## src/spi_port_pkg.sv

```systemverilog
// Shared constants and types of the serial peripheral port
package spi_port_pkg;

	// Bus geometry
	localparam int APB_ADDR_W = 8;
	localparam int APB_DATA_W = 32;

	// Register byte addresses
	localparam logic [7:0] ADDR_CONTROL    = 8'h00;
	localparam logic [7:0] ADDR_DATA       = 8'h04;
	localparam logic [7:0] ADDR_STATUS     = 8'h08;
	localparam logic [7:0] ADDR_INT_ENABLE = 8'h0c;

	// Control register fields
	localparam int CTL_IGNORE_SS = 7;
	localparam int CTL_ENABLE    = 6;
	localparam int CTL_ORDER     = 5;
	localparam int CTL_ROLE      = 4;
	localparam int CTL_POLARITY  = 3;
	localparam int CTL_PHASE     = 2;
	localparam int CTL_RATE_HI   = 1;
	localparam int CTL_RATE_LO   = 0;

	// Status and interrupt enable fields
	localparam int STAT_DONE  = 7;
	localparam int STAT_COLL  = 6;
	localparam int INT_PORT   = 0;
	localparam int INT_GLOBAL = 1;

	// Values after reset
	localparam logic [7:0] CONTROL_RESET = 8'h00;
	localparam logic [7:0] DATA_RESET    = 8'h00;
	localparam logic [1:0] INT_EN_RESET  = 2'h0;

	// Serial clock dividers and their half periods
	localparam int RATE_DIV_0 = 4;
	localparam int RATE_DIV_1 = 16;
	localparam int RATE_DIV_2 = 64;
	localparam int RATE_DIV_3 = 128;
	localparam int HALF_W     = 7;
	localparam logic [HALF_W-1:0] HALF_RATE_0 = HALF_W'(RATE_DIV_0 / 2);
	localparam logic [HALF_W-1:0] HALF_RATE_1 = HALF_W'(RATE_DIV_1 / 2);
	localparam logic [HALF_W-1:0] HALF_RATE_2 = HALF_W'(RATE_DIV_2 / 2);
	localparam logic [HALF_W-1:0] HALF_RATE_3 = HALF_W'(RATE_DIV_3 / 2);

	// Throughput target and the core clock
	localparam int CLK_HZ          = 25000000;
	localparam int MAX_RATE_BPS    = 3000000;
	localparam int MAX_RATE_CYCLES = CLK_HZ / MAX_RATE_BPS;

	// Byte length
	localparam logic [3:0] BITS_PER_BYTE = 4'h8;

	// Transfer engine states
	typedef enum logic [1:0] {
		ST_IDLE   = 2'b00,
		ST_MASTER = 2'b01,
		ST_SLAVE  = 2'b10
	} xfer_state_type;

endpackage

```

## src/rate_if.sv

```systemverilog
// Link between the transfer engine and the serial clock divider
`timescale 1ns/1ps
interface rate_if;
	logic [1:0] rateSel;
	logic       run;
	logic       tick;

	modport divider (input rateSel, input run, output tick);
	modport engine (output rateSel, output run, input tick);
endinterface

```

## src/spi_master_slave_port.sv

```systemverilog
// Serial peripheral port, master or slave, with APB register access
`timescale 1ns/1ps

module spi_master_slave_port (
	// System
	input  wire logic                                  mclk,
	input  wire logic                                  reset_n,
	// APB slave
	input  wire logic [spi_port_pkg::APB_ADDR_W-1:0]   paddr,
	input  wire logic                                  psel,
	input  wire logic                                  penable,
	input  wire logic                                  pwrite,
	input  wire logic [spi_port_pkg::APB_DATA_W-1:0]   pwdata,
	output logic      [spi_port_pkg::APB_DATA_W-1:0]   prdata,
	output logic                                       pready,
	output logic                                       pslverr,
	// Serial clock pin
	input  wire logic                                  sclkIn,
	output logic                                       sclkOut,
	output logic                                       sclkOeN,
	// Master out, slave in pin
	input  wire logic                                  mosiIn,
	output logic                                       mosiOut,
	output logic                                       mosiOeN,
	// Master in, slave out pin
	input  wire logic                                  misoIn,
	output logic                                       misoOut,
	output logic                                       misoOeN,
	// Slave select pin, input only
	input  wire logic                                  ssIn,
	// Interrupt request
	output logic                                       portIrq
);
	import spi_port_pkg::*;

	typedef struct packed {
		logic [7:0]     control;
		logic [7:0]     shifter;
		logic [7:0]     rxBuf;
		logic [7:0]     rdData;
		logic [1:0]     intEnable;
		logic           doneFlag;
		logic           collFlag;
		xfer_state_type state;
		logic [3:0]     bitCount;
		logic           sampleBit;
		logic           sclkLevel;
		logic           sclkPrev;
	} port_state_type;

	port_state_type cur;
	port_state_type next;
	logic [1:0]     rstSync;
	logic           rstN;
	logic           enabled;
	logic           isMaster;
	logic           ignoreSs;
	logic           lsbFirst;
	logic           polarity;
	logic           phase;
	logic           busy;
	logic           selectedSlave;
	logic           modeChange;
	logic           masterToggle;
	logic           slaveChange;
	logic           leadEdge;
	logic           trailEdge;
	logic           sampleEdge;
	logic           shiftEdge;
	logic           inBit;
	logic           outBit;
	logic           finish;
	logic           wrAccess;
	logic           rdSetup;
	logic           mapped;
	logic           wrData;
	logic           startMaster;

	rate_if rateLink();

	spi_rate_divider divider (
		.mclk (mclk),
		.rstN (rstN),
		.rate (rateLink)
	);

	// Reset released through two flops so every flop leaves reset on the same edge
	always_ff @(posedge mclk or negedge reset_n) begin
		if (!reset_n) begin
			rstSync <= 2'h0;
		end else begin
			rstSync <= {rstSync[0], 1'b1};
		end
	end
	assign rstN = rstSync[1];

	// Control field views
	assign enabled  = cur.control[CTL_ENABLE];
	assign isMaster = cur.control[CTL_ROLE];
	assign ignoreSs = cur.control[CTL_IGNORE_SS];
	assign lsbFirst = cur.control[CTL_ORDER];
	assign polarity = cur.control[CTL_POLARITY];
	assign phase    = cur.control[CTL_PHASE];
	assign busy     = cur.state != ST_IDLE;

	// Selection and mode change from the SS pin
	assign selectedSlave = enabled & !isMaster & (ignoreSs | !ssIn);
	assign modeChange    = enabled & isMaster & !ignoreSs & !ssIn;

	// Clock edges: generated locally as master, observed on the pin as slave
	assign masterToggle = rateLink.tick & (cur.state == ST_MASTER);
	assign slaveChange  = selectedSlave & (sclkIn != cur.sclkPrev);
	assign leadEdge  = masterToggle ? (cur.sclkLevel == polarity) : (slaveChange & (sclkIn != polarity));
	assign trailEdge = masterToggle ? (cur.sclkLevel != polarity) : (slaveChange & (sclkIn == polarity));
	assign sampleEdge = phase ? trailEdge : leadEdge;
	assign shiftEdge  = (phase ? leadEdge : trailEdge) & (cur.bitCount != 4'h0);

	// Data in from the far end, data out from the shifter end chosen by order
	assign inBit  = isMaster ? misoIn : mosiIn;
	assign outBit = lsbFirst ? cur.shifter[0] : cur.shifter[7];

	// APB decode; setup cycle captures read data so prdata comes from a flop
	assign wrAccess = psel & penable & pwrite;
	assign rdSetup  = psel & !penable & !pwrite;
	assign mapped   = (paddr == ADDR_CONTROL) | (paddr == ADDR_DATA) |
	                  (paddr == ADDR_STATUS) | (paddr == ADDR_INT_ENABLE);
	assign wrData   = wrAccess & (paddr == ADDR_DATA);
	assign startMaster = wrData & !busy & enabled & isMaster & !modeChange;

	// Shift one bit into the byte at the end that order selects
	function automatic logic [7:0] shift_in(input logic [7:0] value, input logic bitIn, input logic lsb);
		logic [7:0] result;
		result = lsb ? {bitIn, value[7:1]} : {value[6:0], bitIn};
		return result;
	endfunction

	// Next state of the whole port
	always_comb begin
		next = cur;
		finish = 1'b0;

		// Register writes first, so hardware sets below win over a write-one clear
		if (wrAccess) begin
			case (paddr)
				ADDR_CONTROL: begin
					next.control = pwdata[7:0];
				end
				ADDR_STATUS: begin
					if (pwdata[STAT_DONE]) begin
						next.doneFlag = 1'b0;
					end
					if (pwdata[STAT_COLL]) begin
						next.collFlag = 1'b0;
					end
				end
				ADDR_INT_ENABLE: begin
					next.intEnable = pwdata[1:0];
				end
				ADDR_DATA: begin
					if (!busy) begin
						next.shifter = pwdata[7:0];
					end
				end
				default: begin
					next.control = cur.control;
				end
			endcase
		end

		// A write on an idle enabled master launches one byte
		if (startMaster) begin
			next.state = ST_MASTER;
			next.bitCount = 4'h0;
		end

		// Slave becomes busy on the first leading edge while selected
		if (leadEdge && !masterToggle && cur.state == ST_IDLE) begin
			next.state = ST_SLAVE;
		end

		// Master clock toggles once per half bit; idle rests at the chosen level
		if (masterToggle) begin
			next.sclkLevel = !cur.sclkLevel;
		end else if (cur.state == ST_IDLE) begin
			next.sclkLevel = polarity;
		end
		next.sclkPrev = sclkIn;

		// Sampling edge latches the incoming bit; with phase set the last one ends the byte
		if (sampleEdge) begin
			next.sampleBit = inBit;
			next.bitCount = cur.bitCount + 4'h1;
			if (phase && cur.bitCount == BITS_PER_BYTE - 4'h1) begin
				next.shifter = shift_in(cur.shifter, inBit, lsbFirst);
				finish = 1'b1;
			end
		end

		// Shifting edge moves the latched bit in and presents the next outgoing bit
		if (shiftEdge) begin
			next.shifter = shift_in(cur.shifter, cur.sampleBit, lsbFirst);
			if (!phase && cur.bitCount == BITS_PER_BYTE) begin
				finish = 1'b1;
			end
		end

		// Completed byte goes to the read buffer, dropping any unread one
		if (finish) begin
			next.rxBuf = next.shifter;
			next.doneFlag = 1'b1;
			next.state = ST_IDLE;
			next.bitCount = 4'h0;
		end

		// Deselect or disable abandons a partial byte without raising done
		if ((cur.state == ST_SLAVE && !selectedSlave) || !enabled) begin
			next.state = ST_IDLE;
			next.bitCount = 4'h0;
		end

		// Another master pulls SS low: fall back to slave and report it
		if (modeChange) begin
			next.control[CTL_ROLE] = 1'b0;
			next.doneFlag = 1'b1;
			next.state = ST_IDLE;
			next.bitCount = 4'h0;
		end

		// Byte in flight keeps going; the colliding byte was never loaded
		if (wrData && busy) begin
			next.collFlag = 1'b1;
		end

		// Read data captured in the setup cycle; unmapped reads give zero
		if (rdSetup) begin
			case (paddr)
				ADDR_CONTROL:    next.rdData = cur.control;
				ADDR_DATA:       next.rdData = cur.rxBuf;
				ADDR_STATUS:     next.rdData = {cur.doneFlag, cur.collFlag, 6'h00};
				ADDR_INT_ENABLE: next.rdData = {6'h00, cur.intEnable};
				default:         next.rdData = 8'h00;
			endcase
		end
	end

	always_ff @(posedge mclk or negedge rstN) begin
		if (!rstN) begin
			cur <= '{control: CONTROL_RESET, shifter: DATA_RESET, rxBuf: DATA_RESET,
			         rdData: 8'h00, intEnable: INT_EN_RESET, doneFlag: 1'b0,
			         collFlag: 1'b0, state: ST_IDLE, bitCount: 4'h0,
			         sampleBit: 1'b0, sclkLevel: 1'b0, sclkPrev: 1'b0};
		end else begin
			cur <= next;
		end
	end

	// Divider runs only while the master shifts
	assign rateLink.rateSel = cur.control[CTL_RATE_HI:CTL_RATE_LO];
	assign rateLink.run     = cur.state == ST_MASTER;

	// Bus answers with no wait state; unmapped accesses flag an error
	assign prdata  = {24'h000000, cur.rdData};
	assign pready  = 1'b1;
	assign pslverr = psel & penable & !mapped;

	// Pin drivers: enables are low while driving, all released when disabled
	assign sclkOut = cur.sclkLevel;
	assign sclkOeN = !(enabled & isMaster);
	assign mosiOut = outBit;
	assign mosiOeN = !(enabled & isMaster);
	assign misoOut = outBit;
	assign misoOeN = !selectedSlave;

	// Interrupt needs both the port and the global enable
	assign portIrq = cur.doneFlag & cur.intEnable[INT_PORT] & cur.intEnable[INT_GLOBAL];
endmodule

```

## src/spi_rate_divider.sv

```systemverilog
// Half-bit enable pulse generator for the master serial clock
`timescale 1ns/1ps
module spi_rate_divider (
	// System
	input  wire logic mclk,
	input  wire logic rstN,
	// Engine side
	rate_if.divider   rate
);
	import spi_port_pkg::*;

	typedef struct packed {
		logic [HALF_W-1:0] count;
		logic              tick;
	} div_state_type;

	div_state_type            cur;
	div_state_type            next;
	logic          [HALF_W-1:0] halfCount;

	// Half period per rate field value
	always_comb begin
		case (rate.rateSel)
			2'h0:    halfCount = HALF_RATE_0;
			2'h1:    halfCount = HALF_RATE_1;
			2'h2:    halfCount = HALF_RATE_2;
			2'h3:    halfCount = HALF_RATE_3;
			default: halfCount = HALF_RATE_0;
		endcase
	end

	// Counter restarts whenever the engine stops, so each byte begins on a full half bit
	always_comb begin
		next = cur;
		next.tick = 1'b0;
		if (!rate.run) begin
			next.count = '0;
		end else if (cur.count == halfCount - HALF_W'(1)) begin
			next.count = '0;
			next.tick = 1'b1;
		end else begin
			next.count = cur.count + HALF_W'(1);
		end
	end

	always_ff @(posedge mclk or negedge rstN) begin
		if (!rstN) begin
			cur <= '0;
		end else begin
			cur <= next;
		end
	end

	assign rate.tick = cur.tick & rate.run;
endmodule

```

## config.mk

```make
export PLATFORM = sky130hd
export DESIGN_NAME = spi_master_slave_port
export DESIGN_NICKNAME = d
export VERILOG_FILES = /design/src/spi_port_pkg.sv /design/src/rate_if.sv /design/src/spi_master_slave_port.sv /design/src/spi_rate_divider.sv
export SDC_FILE = /design/constraint.sdc
export NUM_CORES = 1
export LEC_CHECK = 0
export BUFFER_PORTS_ARGS = -buffer_cell sky130_fd_sc_hd__buf_2
export CAP_MARGIN = 20
export CORE_MARGIN = 2
export CORE_UTILIZATION = 35
export CTS_CLUSTER_SIZE = 12
export DETAILED_ROUTE_END_ITERATION = 10
export MAX_ROUTING_LAYER = met4
export SLEW_MARGIN = 40
export SYNTH_ARGS = -nofsm -noshare
export SYNTH_HDL_FRONTEND = slang
export SYNTH_SLANG_ARGS = --single-unit
```

## constraint.sdc

```tcl
create_clock -name mclk -period 1.49 [get_ports mclk]
set_input_delay 0 -clock mclk [delete_from_list [all_inputs] [get_ports mclk]]
set_output_delay 0 -clock mclk [all_outputs]
set_load 0.1 [all_outputs]
```

==> flow_metrics.tcl, run 1 <==
set metrics [dict create \
    synth_ff_type "dfrtp_1" \
    fin_nets 504 \
    antenna_found_initial 0 \
    synth_area_mm2 0.00343 \
    cts-root-buf "clkbuf_8" \
    nFillCells 918 \
    synth_top_area_share 0.402 \
    avgSynthCellArea_um2 9.65 \
    crit_path_end_kind "flip-flop" \
    synth-seq-cells 55 \
    violations "setup timing" \
    crit_start "cur[8]" \
    post-route-util 0.482 \
    start_kind "flip-flop" \
    leakagePower_nw 2.20 \
    arrival_ns 2.24 \
    drtPass1Iterations 4 \
    synthTopCellsByArea "dfrtp_1, mux2i_1, buf_4, mux2_2, a31oi_1" \
    via_per_inst 5.01 \
    cp_num_buf_inv 0 \
    grt_max_degree 28 \
    hold_path_depth 2 \
    drc 0 \
    slew_viol_final 0 \
    yosysSeqAreaShare 0.402 \
    final_cell_count_no_fill 585 \
    hp-start "sclkIn" \
    worstSetupPathType "flip-flop to flip-flop" \
    vias 2933 \
    syn_inst 355 \
    async_flop_share 1.00 \
    powerDensity_mw_per_mm2 647 \
    drtAntennaViolNets 0 \
    dpl.hpwl_um 6800 \
    worstRegToRegCells 5 \
    reg2reg_to "cur[5]" \
    die_area_mm2 0.0106 \
    synthToLayoutAreaGrowth_pct 35.7 \
    synth_edf_count 0 \
    die_h_um 103 \
    seq_area_mm2 0.00138 \
    die_w_um 103 \
    critPathTopFamily "simple AND/OR/NAND/NOR gates" \
    synth_common_cells "dfrtp_1, buf_4, mux2i_1" \
    cts_buffer_depth 2 \
    routed_wl_um 9100 \
    grt_pass1_vias 2945 \
    period_share 1.36 \
    rows 36 \
    design.core.area_mm2 0.00964 \
    hold_viol 0 \
    io_buffers 40 \
    dp.cells 559 \
    r2r-start "cur[8]" \
    setup_viol 32 \
    post_drt_wl_per_cell_um 15.5 \
    critPathSlowestCell "or4b_1" \
    clock_latency_ns 0.32 \
    yosys_warnings 0 \
    grt_pass1_wl_um 14800 \
    fmax_mhz 493 \
    r2r_slack_ns -0.54 \
    start_util 0.355 \
    worst_slack_ns -0.540 \
    clk_pin_slew_ns 0.11 \
    drt_iter0_markers 133 \
    cts_num_sinks 55 \
    required_ns 1.70 \
    cp_max_fo 5 \
    ys_types 58 \
    multi_input_area_mm2 0.00203 \
    io_pins 90 \
    vdd_drop_max_v 0.000559 \
    holdCritPathClass "primary input to flip-flop" \
    holdPathEnd "cur[0]" \
    grt_usage 0.186 \
    h-tree-depth 2 \
    max_stage_delay_ns 0.50 \
    path_cells "or4b_1, or4_4, or2_4, a32oi_1, a31oi_1" \
    yosysMostFrequentCell "dfrtp_1" \
    skew_ns 0.0138 \
    grt-ovfl-total 0 \
    cap_viol_max_count 0 \
    outcome "finished with violations" \
    rsz0062_at_grt "yes" \
    numCtsBuffers 5 \
    synth_top_area_cell "dfrtp_1" \
    antenna_cells 0 \
    place_congestion 0.841 \
    cts_tree "built" \
    period_needed_ns 2.03 \
    drive_gt1_frac 0.396 \
]
final cells by class:
cell class	instances	share of cell area
sequential	55	0.297
tap	133	0.0358
clock inverter	3	0.00511
timing repair buffer	119	0.202
inverter	11	0.00888
clock buffer	5	0.0148
multi-input combinational	259	0.437
stage by stage:
step / area, um2 / setup TNS (ns) / setup WS [ns] / total power, W / hold slack (ns)
floorplan: 3620 / -12.99 / -0.564 / 0.00202 / -0.296
global placement: 4130 / -12.89 / -0.487 / 0.00209 / -0.213
detailed placement: 4130 / -13.69 / -0.533 / 0.00209 / -0.210
CTS: 4570 / -9.48 / -0.534 / 0.00302 / 0.0215
global route: 4650 / -12.23 / -0.592 / 0.00313 / 0.0240
finish: 4650 / -9.75 / -0.540 / 0.00301 / 0.0271
registers in the layout, summed over array words and instances, names as in the netlist:
| register | flops |
|---|---|
| cur | 36 |
| sclkOut | 1 |
| prdata | 8 |
| rstSync | 2 |
| divider.cur | 8 |
power breakdown:
group	internal, W	switching (W)	leakage (nW)
Combinational	0.000149	0.000439	1.42
Clock	0.000338	0.000552	0.0408
Sequential	0.00151	0.0000232	0.743
worst register-to-register path: stages, from the launching register on:
cell and delay, ns:
dfrtp_1 0.42, or4b_1 0.50, or4_4 0.47, or2_4 0.28
a32oi_1 0.18, a31oi_1 0.09
cell usage in the layout, fill, tap and decap left out, types with 3 or more instances in the layout:
cell | netlist | layout
nand3b_1 | 3 | 3
dfrtp_1 | 55 | 53
dlygate4sd3_1 | 0 | 9
buf_2 | 5 | 36
mux2_4 | 0 | 6
clkbuf_8 | 0 | 5
nor2_1 | 20 | 16
a21oi_1 | 15 | 14
xor2_1 | 4 | 3
xnor2_1 | 6 | 5
nand2b_1 | 4 | 4
or3_1 | 6 | 5
o211ai_1 | 4 | 4
a31oi_1 | 17 | 16
conb_1 | 2 | 26
buf_4 | 37 | 58
or2_4 | 1 | 4
mux2i_1 | 31 | 29
nor3b_1 | 5 | 4
inv_1 | 11 | 10
buf_12 | 0 | 6
and3_1 | 7 | 5
nand3_1 | 10 | 10
buf_6 | 2 | 10
o21ai_0 | 16 | 14
nand2_1 | 21 | 18
mux2_2 | 12 | 6
metal layers:
layer | track usage | vias up | wire length [um]
met1 | 0.242 | 1445 | 4130
li1 | - | 1409 | -
met5 | - | - | 0
met3 | 0.0217 | 12 | 251
met2 | 0.302 | 67 | 4530
met4 | 0.0587 | 0 | 191
what timing repair did:
action                                  in CTS  in global routing
gates resized for setup                     46                 14
hold buffers                                 9                  0
pin swaps                                   17                 14
buffers inserted                             7                  5
endpoints found under the setup margin      35                 39
endpoints found under the hold margin       12                  0
cloned                                       0                  0
worst max-delay path by stage:
stage / endpoint / depth (start not counted)
after CTS: cur[5] / 5
after detailed placement: cur[5] / 5
after global placement: cur[5] / 5
after floorplan: cur[30] / 6
after global routing: cur[5] / 5
final: cur[5] / 5
logic make-up after synthesis:
kind of cell,share of synthesized area
compound gates,0.141
xor+xnor,0.0256
fa+ha+maj,0.0146
buf+inv,0.118
flops,0.402
mux,0.130
other cells,0.00219
simple gates,0.167
No activity file was read; power rests on OpenSTA's default activity.
==> run 2, diff against run 1 <==
--- a/config.mk
+++ b/config.mk
@@ -5,7 +5,7 @@
 export SDC_FILE = /design/constraint.sdc
 export NUM_CORES = 1
 export LEC_CHECK = 0
-export BUFFER_PORTS_ARGS = -buffer_cell sky130_fd_sc_hd__buf_2
+export BUFFER_PORTS_ARGS = -buffer_cell sky130_fd_sc_hd__buf_4
 export CAP_MARGIN = 20
 export CORE_MARGIN = 2
 export CORE_UTILIZATION = 35
==> flow_metrics.tcl, run 2 (synthesis results as in run 1) <==
set metrics [dict create \
    top_register "cur" \
    place_congestion 0.871 \
    dp_slack_ns -0.546 \
    r2r-start "cur[8]" \
    drive_gt1_frac 0.413 \
    grt-ovfl-total 0 \
    arrival_ns 2.24 \
    die_w_um 103 \
    grt_pass1_vias 2951 \
    holdCritPathClass "primary input to flip-flop" \
    h-tree-depth 2 \
    r2r_slack_ns -0.56 \
    period_share 1.38 \
    violations "setup timing" \
    drtPass1Iterations 4 \
    hp-start "pwdata[4]" \
    design.core.area_mm2 0.00964 \
    io_buffers 40 \
    die_h_um 103 \
    leakagePower_nw 2.22 \
    start_util 0.355 \
    holdPathEnd "cur[41]" \
    setup_viol 36 \
    drtAntennaViolNets 0 \
    vdd_drop_max_v 0.000411 \
    antenna_cells 0 \
    cts_buffer_depth 2 \
    cap_viol_max_count 0 \
    synthToLayoutAreaGrowth_pct 39.5 \
    slew_viol_final 0 \
    final_cell_mix "buf_4, dfrtp_1, mux2i_1, conb_1, nand2_1" \
    required_ns 1.68 \
    via_per_inst 4.95 \
    worstRegToRegCells 5 \
    drt_iter0_markers 155 \
    outcome "finished with violations" \
    grt_pass1_wl_um 14900 \
    drc 0 \
    hold_path_depth 3 \
    rows 36 \
    final_common_cell "buf_4" \
    cp_max_fo 5 \
    clock_latency_ns 0.30 \
    worst_slack_ns -0.561 \
    rsz0062_at_grt "yes" \
    numCtsBuffers 5 \
    fmax_mhz 488 \
    cts-root-buf "clkbuf_8" \
    worstSetupPathType "flip-flop to flip-flop" \
    fin_nets 514 \
    crit_path_end_kind "flip-flop" \
    start_kind "flip-flop" \
    post_drt_wl_per_cell_um 15.2 \
    reg2reg_to "cur[5]" \
    vias 2946 \
    routed_wl_um 9060 \
    cts_num_sinks 55 \
    grt_usage 0.185 \
    largest_register_ffs 36 \
    powerDensity_mw_per_mm2 616 \
    antenna_found_initial 0 \
    dpl.hpwl_um 6730 \
    die_area_mm2 0.0106 \
    cts_tree "built" \
    grt_max_degree 29 \
    hold_viol 0 \
    post-route-util 0.496 \
    clk_pin_slew_ns 0.10 \
    skew_ns 0.00929 \
    io_pins 90 \
    period_needed_ns 2.05 \
]
[run 2: cell count changes in the layout (fill, tap and decap cells not counted), moves of 5 or more]
| cell | delta |
|---|---|
| buf_2 | -36 |
| buf_4 | +44 |
| nor2_1 | -5 |
| nor2_2 | +6 |
[run 2: stage by stage]
step	hold slack, ns	TNS [ns]	cell area [um2]	cells	total power [W]
finish	0.0343	-10.11	4780	595	0.00295
global route	0.0565	-12.59	4780	595	0.00307
CTS	0.0274	-10.14	4710	591	0.00297
detailed placement	-0.215	-14.20	4220	563	0.00211
global placement	-0.216	-13.38	4220	563	0.00211
floorplan	-0.296	-12.99	3620	379	0.00202
[run 2: worst max-delay path by stage]
stage | start | end | slack, ns | depth (start not counted)
final | cur[8] | cur[5] | -0.56 | 5
after global routing | cur[8] | cur[5] | -0.60 | 5
after CTS | cur[8] | cur[5] | -0.55 | 5
after detailed placement | cur[8] | cur[5] | -0.55 | 5
after global placement | cur[8] | cur[5] | -0.49 | 5
after floorplan | sclkOut | cur[30] | -0.56 | 6
[run 2: timing repair]
action	4_1_cts	5_1_grt
buffers inserted	9	4
endpoints found under the setup margin	36	36
pin swaps	11	15
endpoints found under the hold margin	12	0
gates cloned	1	0
resized for setup	45	15
hold buffers	10	0
[run 2: power by group]
group	leakage (nW)	internal, W	total, W	switching (W)
Clock	0.0422	0.000332	0.000815	0.000483
Combinational	1.44	0.000167	0.000602	0.000435
Sequential	0.741	0.00151	0.00153	0.0000203
Total	2.22	0.00201	0.00295	0.000938
[run 2: routing by layer]
metal / global-route usage / routed length (um) / share of wire / vias to the layer above
li1: - / - / - / 1426
met1: 0.235 / 3940 / 0.44 / 1419
met2: 0.305 / 4520 / 0.50 / 79
met3: 0.0224 / 288 / 0.032 / 22
met4: 0.0678 / 304 / 0.034 / 0
met5: - / 0 / 0 / -
[run 2: layout make-up]
cell class                      instances  area [um2]
Clock buffer                            7        76.3
Inverter                               11        41.3
Clock inverter                          1        5.00
Tap cell                              133         166
Sequential cell                        55        1380
Multi-Input combinational cell        259        2000
Timing Repair Buffer                  129        1110
Fill cell                             906        4860
[run 2: critical path, stage by stage, from the launching register on]
cell and delay (ns):
dfrtp_1 0.41, or4b_1 0.51, or4_4 0.47, or2_4 0.27, a32oi_1 0.18, a31oi_1 0.09
